<file path="config.mk">
export PLATFORM = sky130hd
export DESIGN_NAME = snc_config
export DESIGN_NICKNAME = d
export VERILOG_FILES = /design/src/pkg/snc_pkg.sv /design/src/rtl/snc_route_lookup.sv /design/src/rtl/snc_config.sv
export SDC_FILE = /design/constraint.sdc
export NUM_CORES = 1
export LEC_CHECK = 0
export ABC_AREA = 1
export BUFFER_PORTS_ARGS = -buffer_cell sky130_fd_sc_hd__clkbuf_2
export CAP_MARGIN = 5
export CORE_MARGIN = 5
export CORE_UTILIZATION = 45
export DETAILED_ROUTE_END_ITERATION = 16
export PLACE_DENSITY = 0.79
export SETUP_SLACK_MARGIN = 0.05
export SYNTH_ARGS = -nofsm -noshare
export SYNTH_HDL_FRONTEND = slang
export SYNTH_SLANG_ARGS = --single-unit
</file>
<file path="constraint.sdc">
create_clock -name core_clk_i -period 3.4 [get_ports core_clk_i]
set_clock_uncertainty 0.1 [all_clocks]
set_input_delay 0.17 -clock core_clk_i [delete_from_list [all_inputs] [get_ports core_clk_i]]
set_output_delay 0.17 -clock core_clk_i [all_outputs]
set_load 0.03 [all_outputs]
</file>
<file path="src/pkg/snc_pkg.sv">
// Purpose: Shared constants and carrier types for the switch node configuration bank.
// Assumes: One 8-bit register number per 32-bit register, on the core clock.
// Notes:   Identity values are parameters of the top module, not constants here.
package snc_pkg;

  localparam logic [7:0] SNC_REG_IDENT   = 8'h00;
  localparam logic [7:0] SNC_REG_TOPO    = 8'h01;
  localparam logic [7:0] SNC_REG_LOCK    = 8'h04;
  localparam logic [7:0] SNC_REG_NODE_ID = 8'h05;
  localparam logic [7:0] SNC_REG_PLL     = 8'h06;
  localparam logic [7:0] SNC_REG_SW_DIV  = 8'h07;
  localparam logic [7:0] SNC_REG_REF_DIV = 8'h08;
  localparam logic [7:0] SNC_REG_SCAN_ID = 8'h09;
  localparam logic [7:0] SNC_REG_USER    = 8'h0a;
  localparam logic [7:0] SNC_REG_DIR_LO  = 8'h0c;
  localparam logic [7:0] SNC_REG_DIR_HI  = 8'h0d;

  localparam int SNC_LOCK_ALL_BIT = 31;
  localparam int SNC_LOCK_PLL_BIT = 8;
  localparam int SNC_HDR_BIT      = 0;

  localparam int SNC_PLL_NORST_BIT  = 31;
  localparam int SNC_PLL_NOWAIT_BIT = 30;
  localparam int SNC_PLL_BYPASS_BIT = 29;
  localparam int SNC_PLL_JTAG_BIT   = 28;
  localparam int SNC_PLL_OD_LSB     = 23;
  localparam int SNC_PLL_F_LSB      = 8;
  localparam int SNC_PLL_R_LSB      = 0;

  localparam logic [31:0] SNC_PLL_WR_MASK  = 32'hf39f_ff7f;
  localparam logic [31:0] SNC_PLL_RST_VAL  = 32'h0000_0000;
  localparam logic [15:0] SNC_NODE_ID_RST  = 16'h0000;
  localparam logic [15:0] SNC_SW_DIV_RST   = 16'h0000;
  localparam logic [15:0] SNC_REF_DIV_RST  = 16'h0003;
  localparam logic [3:0]  SNC_DIR_RST      = 4'h0;

  localparam int SNC_NUM_DIMS = 16;
  localparam int SNC_DIRS_PER_REG = 8;
  localparam int SNC_DIR_W = 4;

  typedef struct packed {
    logic        wr;
    logic [7:0]  addr;
    logic [31:0] wdata;
  } snc_cfg_req_t;

  typedef struct packed {
    logic        ack;
    logic        err;
    logic [31:0] rdata;
  } snc_cfg_rsp_t;

  typedef struct packed {
    logic       valid;
    logic       local_hit;
    logic [3:0] dim;
    logic [3:0] dir;
  } snc_route_t;

endpackage

</file>
<file path="src/rtl/snc_route_lookup.sv">
// Purpose: Finds the most significant bit where a destination differs from this node.
// Assumes: Both identifiers are 16 bits; purely combinational.
// Notes:   No mismatch means the packet is for this node.
`timescale 1ns/1ps
module snc_route_lookup
  import snc_pkg::*;
(
  input  wire logic [15:0] dest_id_i,
  input  wire logic [15:0] node_id_i,
  output logic             mismatch_o,
  output logic [3:0]       dim_o
);

  logic [15:0] diff;

  assign diff = dest_id_i ^ node_id_i;

  // The loop climbs upward so the highest differing bit is the last to win.
  always_comb begin
    mismatch_o = 1'b0;
    dim_o      = 4'h0;
    for (int i = 0; i < SNC_NUM_DIMS; i++) begin
      if (diff[i]) begin
        mismatch_o = 1'b1;
        dim_o      = 4'(i);
      end
    end
  end

endmodule

</file>
<file path="src/rtl/snc_config.sv">
// Purpose: Configuration register bank and routing table of the switch node.
// Assumes: Config requests come from logic on core_clk_i; boot pins are asynchronous.
// Notes:   Each request is answered one cycle later; requests may follow back to back.
// Notes on behaviour
// Identity register reads boot pins at reset, revision and version.
// Topology register reads link count, attached and device processor counts.
// Lock bit 31 set refuses all writes to switch control registers.
// Lock bit 8 set blocks writes to the PLL setup register.
// Bit 0 picks header length: zero two bytes, one a single byte.
// Sixteen-bit writable node identifier, zero after reset.
// Any accepted PLL setup write resets the tile unless suppressed.
// PLL write with bit 31 set applies settings without chip reset.
// PLL write bit 30 skips waiting for re-lock; software uses it sparingly.
// PLL bit 29 bypasses the PLL with the input clock.
// PLL bit 28 forces boot through the scan port.
// Output divider sits in PLL bits 25:23, values zero to seven.
// Feedback ratio sits in PLL bits 20:8.
// Input divider sits in PLL bits 6:0.
// Switch clock ratio field bits 15:0, reset zero.
// Reference clock divider bits 15:0, reset three.
// User code register reads programmed code and metal fix code.
// Low table holds directions for dimensions zero to seven.
// High table holds directions for dimensions eight to fifteen.
// Route by direction of the highest bit differing from node id.
// Mismatch found by exclusive-or; refused writes are silently dropped.
`timescale 1ns/1ps
module snc_config
  import snc_pkg::*;
#(
  parameter logic [7:0]  SW_VERSION   = 8'h11, // Arbitrary value.
  parameter logic [7:0]  SW_REVISION  = 8'h22, // Arbitrary value.
  parameter logic [7:0]  NUM_LINKS    = 8'h08,
  parameter logic [7:0]  NUM_PROC_SW  = 8'h02,
  parameter logic [7:0]  NUM_PROC_DEV = 8'h02,
  parameter logic [31:0] SCAN_ID      = 32'h1234_5677, // Arbitrary value.
  parameter logic [17:0] METAL_ID     = 18'h0_0a5a  // Arbitrary value.
) (
  input  wire logic         core_clk_i,
  input  wire logic         rst_b_i,
  input  wire logic         cfg_valid_i,
  input  wire snc_cfg_req_t cfg_req_i,
  output snc_cfg_rsp_t      cfg_rsp_o,
  input  wire logic [7:0]   boot_select_pins_i,
  input  wire logic [13:0]  otp_user_code_i,
  input  wire logic         route_req_i,
  input  wire logic [15:0]  route_dest_i,
  output snc_route_t        route_o,
  output logic              hdr_one_byte_o,
  output logic [15:0]       node_id_o,
  output logic [2:0]        pll_output_divider_o,
  output logic [12:0]       pll_feedback_o,
  output logic [6:0]        pll_input_div_o,
  output logic              pll_bypass_o,
  output logic              pll_jtag_boot_o,
  output logic              pll_skip_relock_o,
  output logic              pll_update_o,
  output logic              tile_rst_o,
  output logic [15:0]       sw_clk_ratio_o,
  output logic [15:0]       ref_div_o
);

  logic [7:0]   boot_meta_ff;
  logic [7:0]   boot_sync_ff;
  logic [7:0]   boot_cap_ff;
  logic [1:0]   boot_wait_ff;
  logic         boot_done_ff;
  logic         lock_all_ff;
  logic         lock_pll_ff;
  logic         hdr_ff;
  logic [15:0]  node_id_ff;
  logic [31:0]  pll_ff;
  logic [15:0]  sw_div_ff;
  logic [15:0]  ref_div_ff;
  logic [3:0]   dir_ff [SNC_NUM_DIMS];
  logic         tile_rst_ff;
  logic         pll_upd_ff;
  snc_cfg_rsp_t rsp_ff;
  snc_cfg_rsp_t nxt_rsp;
  snc_route_t   route_ff;
  logic         wr_ok;
  logic         pll_wr_ok;
  logic         hit;
  logic [3:0]   dim;

  // A locked bank stays locked until reset; otherwise the lock would protect nothing.
  assign wr_ok     = cfg_valid_i && cfg_req_i.wr && !lock_all_ff;
  assign pll_wr_ok = wr_ok && (cfg_req_i.addr == SNC_REG_PLL) && !lock_pll_ff;

  // Boot pins are strapped: synchronised first, then caught once after release.
  always_ff @(posedge core_clk_i or negedge rst_b_i) begin
    if (!rst_b_i) begin
      boot_meta_ff <= 8'h00;
      boot_sync_ff <= 8'h00;
    end else begin
      boot_meta_ff <= boot_select_pins_i;
      boot_sync_ff <= boot_meta_ff;
    end
  end

  always_ff @(posedge core_clk_i or negedge rst_b_i) begin
    if (!rst_b_i) begin
      boot_cap_ff  <= 8'h00;
      boot_wait_ff <= 2'h0;
      boot_done_ff <= 1'b0;
    end else if (!boot_done_ff) begin
      // The synchroniser needs two edges to fill, so the capture waits for the third.
      boot_wait_ff <= {boot_wait_ff[0], 1'b1};
      if (boot_wait_ff[1]) begin
        boot_cap_ff  <= boot_sync_ff;
        boot_done_ff <= 1'b1;
      end
    end
  end

  always_ff @(posedge core_clk_i or negedge rst_b_i) begin
    if (!rst_b_i) begin
      lock_all_ff <= 1'b0;
      lock_pll_ff <= 1'b0;
      hdr_ff      <= 1'b0;
    end else if (wr_ok && cfg_req_i.addr == SNC_REG_LOCK) begin
      lock_all_ff <= cfg_req_i.wdata[SNC_LOCK_ALL_BIT];
      lock_pll_ff <= cfg_req_i.wdata[SNC_LOCK_PLL_BIT];
      hdr_ff      <= cfg_req_i.wdata[SNC_HDR_BIT];
    end
  end

  always_ff @(posedge core_clk_i or negedge rst_b_i) begin
    if (!rst_b_i) begin
      node_id_ff <= SNC_NODE_ID_RST;
    end else if (wr_ok && cfg_req_i.addr == SNC_REG_NODE_ID) begin
      node_id_ff <= cfg_req_i.wdata[15:0];
    end
  end

  always_ff @(posedge core_clk_i or negedge rst_b_i) begin
    if (!rst_b_i) begin
      pll_ff <= SNC_PLL_RST_VAL;
    end else if (pll_wr_ok) begin
      pll_ff <= cfg_req_i.wdata & SNC_PLL_WR_MASK;
    end
  end

  always_ff @(posedge core_clk_i or negedge rst_b_i) begin
    if (!rst_b_i) begin
      tile_rst_ff <= 1'b0;
      pll_upd_ff  <= 1'b0;
    end else begin
      tile_rst_ff <= pll_wr_ok && !cfg_req_i.wdata[SNC_PLL_NORST_BIT];
      pll_upd_ff  <= pll_wr_ok;
    end
  end

  always_ff @(posedge core_clk_i or negedge rst_b_i) begin
    if (!rst_b_i) begin
      sw_div_ff  <= SNC_SW_DIV_RST;
      ref_div_ff <= SNC_REF_DIV_RST;
    end else begin
      if (wr_ok && cfg_req_i.addr == SNC_REG_SW_DIV) begin
        sw_div_ff <= cfg_req_i.wdata[15:0];
      end
      if (wr_ok && cfg_req_i.addr == SNC_REG_REF_DIV) begin
        ref_div_ff <= cfg_req_i.wdata[15:0];
      end
    end
  end

  for (genvar gi = 0; gi < SNC_NUM_DIMS; gi++) begin : g_dir
    localparam logic [7:0] DIR_ADDR = (gi < SNC_DIRS_PER_REG) ? SNC_REG_DIR_LO : SNC_REG_DIR_HI;
    localparam int         NIB_LSB  = (gi % SNC_DIRS_PER_REG) * SNC_DIR_W;
    always_ff @(posedge core_clk_i or negedge rst_b_i) begin
      if (!rst_b_i) begin
        dir_ff[gi] <= SNC_DIR_RST;
      end else if (wr_ok && cfg_req_i.addr == DIR_ADDR) begin
        dir_ff[gi] <= cfg_req_i.wdata[NIB_LSB +: SNC_DIR_W];
      end
    end
  end

  // Reserved bits read as zero; unknown numbers answer with the error flag.
  always_comb begin
    nxt_rsp       = '0;
    nxt_rsp.ack   = cfg_valid_i;
    unique case (cfg_req_i.addr)
      SNC_REG_IDENT:   nxt_rsp.rdata = {8'h00, boot_cap_ff, SW_REVISION, SW_VERSION};
      SNC_REG_TOPO:    nxt_rsp.rdata = {8'h00, NUM_LINKS, NUM_PROC_SW, NUM_PROC_DEV};
      SNC_REG_LOCK:    nxt_rsp.rdata = {lock_all_ff, 22'h0, lock_pll_ff, 7'h0, hdr_ff};
      SNC_REG_NODE_ID: nxt_rsp.rdata = {16'h0000, node_id_ff};
      SNC_REG_PLL:     nxt_rsp.rdata = pll_ff;
      SNC_REG_SW_DIV:  nxt_rsp.rdata = {16'h0000, sw_div_ff};
      SNC_REG_REF_DIV: nxt_rsp.rdata = {16'h0000, ref_div_ff};
      SNC_REG_SCAN_ID: nxt_rsp.rdata = SCAN_ID;
      SNC_REG_USER:    nxt_rsp.rdata = {otp_user_code_i, METAL_ID};
      SNC_REG_DIR_LO:  nxt_rsp.rdata = {dir_ff[7], dir_ff[6], dir_ff[5], dir_ff[4],
                                        dir_ff[3], dir_ff[2], dir_ff[1], dir_ff[0]};
      SNC_REG_DIR_HI:  nxt_rsp.rdata = {dir_ff[15], dir_ff[14], dir_ff[13], dir_ff[12],
                                        dir_ff[11], dir_ff[10], dir_ff[9], dir_ff[8]};
      default:         nxt_rsp.err   = cfg_valid_i;
    endcase
    if (!cfg_valid_i || cfg_req_i.wr) begin
      nxt_rsp.rdata = 32'h0000_0000;
    end
  end

  always_ff @(posedge core_clk_i or negedge rst_b_i) begin
    if (!rst_b_i) begin
      rsp_ff <= '0;
    end else begin
      rsp_ff <= nxt_rsp;
    end
  end

  snc_route_lookup u_lookup (
    .dest_id_i  (route_dest_i),
    .node_id_i  (node_id_ff),
    .mismatch_o (hit),
    .dim_o      (dim)
  );

  // A packet for this node gets no direction; the switch hands it to a local processor.
  always_ff @(posedge core_clk_i or negedge rst_b_i) begin
    if (!rst_b_i) begin
      route_ff <= '0;
    end else begin
      route_ff.valid     <= route_req_i;
      route_ff.local_hit <= route_req_i && !hit;
      route_ff.dim       <= dim;
      route_ff.dir       <= hit ? dir_ff[dim] : SNC_DIR_RST;
    end
  end

  assign cfg_rsp_o            = rsp_ff;
  assign route_o              = route_ff;
  assign hdr_one_byte_o       = hdr_ff;
  assign node_id_o            = node_id_ff;
  assign pll_output_divider_o = pll_ff[SNC_PLL_OD_LSB +: 3];
  assign pll_feedback_o       = pll_ff[SNC_PLL_F_LSB +: 13];
  assign pll_input_div_o      = pll_ff[SNC_PLL_R_LSB +: 7];
  assign pll_bypass_o         = pll_ff[SNC_PLL_BYPASS_BIT];
  assign pll_jtag_boot_o      = pll_ff[SNC_PLL_JTAG_BIT];
  assign pll_skip_relock_o    = pll_ff[SNC_PLL_NOWAIT_BIT];
  assign pll_update_o         = pll_upd_ff;
  assign tile_rst_o           = tile_rst_ff;
  assign sw_clk_ratio_o       = sw_div_ff;
  assign ref_div_o            = ref_div_ff;
endmodule

</file>
==> results_tabular.tex <==
\begin{tabular}{lr}
\hline
Metric & Value \\
\hline
\multicolumn{2}{l}{\textbf{CTS}} \\
\quad Clock sinks & approximately 220 \\
\quad Clock edge transition at the registers on the reported setup and hold paths & roughly 0.060 ns \\
\quad Clock Tree Buf Depth & 3 \\
\quad Clock root buffer & clkbuf\_16 \\
\quad Buffers inserted during post-CTS setup optimization & 0 \\
\quad Worst-skew pair later-pin latency & 0.51 ns \\
\quad Number of cells upsized or downsized after cts & 0 \\
\quad Number of H-tree branching levels & 1 \\
\quad TritonCTS clock tree & built \\
\quad Number of buffers created by CTS & 23 \\
\multicolumn{2}{l}{\textbf{Critical path}} \\
\quad Reg-to-reg startpoint & node\_id\_o[3]\$\_DFFE\_PN0P\_ \\
\quad Dominant delay contributor by cell family on the critical path & simple AND/OR/NAND/NOR gates \\
\quad Endpoint type of the worst setup path & register \\
\quad Buffering stage count on the worst path with inverters included & 3 \\
\quad Required time reported for the critical path endpoint & roughly 3.7 ns \\
\quad Register-to-register setup slack & approximately 0.7 ns \\
\quad Worst-path cell with the longest stage delay & nand2\_1 \\
\quad Largest stage delay on the critical path & between 0.7 and 0.8 ns \\
\quad Critical path data arrival time & between 3 and 4 ns \\
\quad Critical Path Start & cfg\_req\_i[33] \\
\quad Chain of cells forming the critical path & dlygate4sd3\_1, clkbuf\_2, nor2\_4, inv\_1, nor3\_2, nand2\_1, o21ai\_0 \\
\quad Maximum net fanout on the critical path & 32 \\
\quad Worst reg2reg path depth & 20 \\
\quad Critical path class & input port to register \\
\quad Kind of start point of the critical path & input port \\
\quad Capture instance of the worst register-to-register path & route\_o[2]\$\_DFF\_PN0\_ \\
\multicolumn{2}{l}{\textbf{Place}} \\
\quad Detailed-placement wirelength estimate & between 20 and 25 mm \\
\quad Count of input and output buffers & a little over 200 \\
\quad Weighted congestion reported at the end of routability-driven placement & roughly 0.90 \\
\quad Total cell area at the placement stage & between 10000 and 15000 sq um \\
\quad Placed cells & about 1.5k \\
\multicolumn{2}{l}{\textbf{Synth}} \\
\quad Compound-cell area share of the yosys netlist & around 14\% \\
\quad Largest area contributor in the netlist & dfrtp\_1 \\
\quad Syn Std Cell Area & around 9600 sq um \\
\quad Synthesis Warnings & 0 \\
\quad Synth Area in XOR/XNOR & between 1 and 1.5\% \\
\quad Top-area cell type share of the netlist area & 55.5\% \\
\quad Netlist cell types & 40 \\
\quad Post-synthesis mux area share & less than 1\% \\
\quad Combinational family with the most area after synthesis & simple AND/OR/NAND/NOR gates \\
\quad Main synth FF type & dfrtp\_1 \\
\quad Post-synthesis cell count & $\sim$1.1k \\
\quad Fraction of synthesis flops using an asynchronous set or reset pin & 100\% \\
\quad Post-synth EDFFs & 0 \\
\quad Share of synthesized cell area in and, or, nand and nor gates & 19.6\% \\
\quad Proportion of synthesized chip area in sequential cells & roughly 56\% \\
\quad Post-synthesis sequential element count & around 220 \\
\quad Fraction of the mapped netlist area in adder cells & 0\% \\
\quad Synth top area cells & dfrtp\_1, nand2\_1, o21ai\_0 \\
\quad Post-Syn Area per Cell & between 8 and 9 sq um \\
\quad Net count after synthesis & about 1.2k \\
\multicolumn{2}{l}{\textbf{Global routing}} \\
\quad Initial antenna violation count & 0 \\
\quad Maximum number of pins on one net before global-route repair & between 100 and 150 \\
\quad First-pass GRT wire length & about 47 mm \\
\quad GRT Overall Usage & around 24\% \\
\quad Global route total overflow & 0 \\
\quad Vias in the first global route & 8459 \\
\multicolumn{2}{l}{\textbf{STA}} \\
\quad Final total negative setup slack & 0 ns \\
\quad Hold violation total from the final report & 0 \\
\quad Period utilization & roughly 80\% \\
\quad FMAX & between 300 and 400 MHz \\
\quad Max-slew headroom at the worst pin & between 30 and 40\% \\
\quad Total count of max-transition violations in the final report & 0 \\
\quad Setup repair after global routing missed its margin & no \\
\quad Number of failing setup endpoints in the final timing report & 0 \\
\quad Slew at the pin closest to its max-slew limit & 1.02 ns \\
\quad Final critical-path required period & roughly 2.7 ns \\
\multicolumn{2}{l}{\textbf{Floorplan}} \\
\quad I/O Pins & $\sim$200 \\
\quad Core Rows & 53 \\
\quad Die area & between 20000 and 25000 sq um \\
\quad Core outline area & $\sim$21000 sq um \\
\quad Starting utilization of the core area & about 46\% \\
\quad Floorplan die width & between 150 and 200 microns \\
\quad Overall die height & $\sim$160 microns \\
\multicolumn{2}{l}{\textbf{Min path}} \\
\quad Worst Hold Class & input port to register \\
\quad Instance count along the most critical hold path & 3 \\
\quad Capture endpoint of the worst hold path & node\_id\_o[0]\$\_DFFE\_PN0P\_ \\
\quad Hold path start & cfg\_req\_i[0] \\
\multicolumn{2}{l}{\textbf{Layout}} \\
\quad Area growth, synth to finish & 26.2\% \\
\quad Final Non-Filler Cells & $\sim$1.6k \\
\quad Highest-count cells in the layout ignoring fill and taps & nand2\_1, dfrtp\_1, clkbuf\_2 \\
\quad Most frequent standard cell in the layout excluding fill and tap cells & nand2\_1 \\
\quad Post-layout instance area & $\sim$12000 sq um \\
\quad Nets & 1403 \\
\quad Antenna Cells & 0 \\
\quad Share of post-route cells with drive strength above 1 & a little under a quarter \\
\multicolumn{2}{l}{\textbf{Drt}} \\
\quad Total via count in the routed design & $\sim$8.6k \\
\quad Antenna-violating nets left & 0 \\
\quad Total iterations of the first detailed-routing run & 5 \\
\quad Detail-routed net length per standard cell & about 19 microns \\
\quad Drt via density & about 5.4 \\
\quad Initial DRC count & slightly above 800 \\
\quad DR DRC count & 0 \\
\quad Final wirelength & about 30 mm \\
\multicolumn{2}{l}{\textbf{Power}} \\
\quad Static power due to leakage & between 0.005 and 0.006 uW \\
\quad Worst ir drop on vdd & about 270 uV \\
\quad Power Density & 446 nW/um\^{}2 \\
\quad Overall Power & between 5000 and 6000 uW \\
\multicolumn{2}{l}{\textbf{Flow run}} \\
\quad Max-cap check violation count & 0 \\
\multicolumn{2}{l}{\textbf{Outcome}} \\
\quad Outcome & completed \\
\hline
\end{tabular}
[cells in the mapped netlist, drive strengths merged, types with 2 or more instances]
cell / n
a221oi: 27
a21oi: 19
clkbuf: 34
buf: 40
nand2: 299
dfrtp: 213
xnor2: 14
a211oi: 2
nand3: 79
o21ai: 151
a22o: 10
nor3: 15
a41oi: 2
o22ai: 7
nor2: 40
o41ai: 2
dfstp: 2
nor4: 5
a31oi: 5
clkinv: 2
inv: 94
mux2: 8
nand4: 4
[worst max-delay path by stage]
stage,end,slack [ns],cells after the start
3_5_place_dp,node_id_o[6]$_DFFE_PN0P_,0.53,6
5_1_grt,route_o[2]$_DFF_PN0_,0.33,20
6_report,node_id_o[6]$_DFFE_PN0P_,0.69,7
3_3_place_gp,node_id_o[13]$_DFFE_PN0P_,0.64,6
2_1_floorplan,route_o[3]$_DFF_PN0_,1.17,25
4_1_cts,node_id_o[6]$_DFFE_PN0P_,0.71,7
[repair_timing]
item | CTS | global route
endpoints found under the setup margin | 0 | 0
hold endpoints to repair | 260 | 0
hold buffers | 58 | 0
[kinds of logic after synthesis]
logic type      count (synthesis)
xor+xnor                       14
compound gates                229
flops                         215
mux                             8
buf+inv                       170
simple gates                  444
[final cells by class]
cell class | instances | area, sq um
fillers | 1809 | 8900
repair buffers | 289 | 1840
multi-input cells | 695 | 3450
inverters | 96 | 360
flip-flops and latches | 215 | 5380
clock buffers | 27 | 621
clock inverters | 13 | 119
well taps | 275 | 344
[worst min-delay path: stages]
cell      delay [ns]
clkbuf_2        0.07
inv_1           0.14
o21ai_0         0.19
[registers in the layout, indices dropped and copies added (netlist names), 10 cells and up]
name / flops
ref_div_o: 16
route_o: 10
node_id_o: 16
pll_ff: 27
cfg_rsp_o: 34
dir_ff: 64
sw_clk_ratio_o: 16
[report_power, final]
group	total, uW	switching (uW)	internal, uW	leakage (uW)
clock	2470	1020	1450	0.000378
combinational	339	211	128	0.00271
sequential	2590	9.96	2580	0.00289
total	5400	1240	4160	0.00598
[stage by stage]
step           hold WS, ns  utilization (%)  setup slack (ns)
2_1_floorplan       -0.226                -              1.17
3_3_place_gp         0.178             51.4             0.637
3_5_place_dp         0.180             51.4             0.526
4_1_cts            0.00209             57.6             0.714
5_1_grt            0.00425             57.6             0.333
6_report            0.0129             57.6             0.687
[routing by layer]
metal  vias to the layer above  routed length (microns)  track usage, %
li1                       4035                        -               -
met1                      4152                    12600            34.6
met2                       383                    14000            39.1
met3                        73                     2150            2.86
met4                         0                     1100            8.80
met5                         -                        0               0
Power figures use the tool's default switching activity.
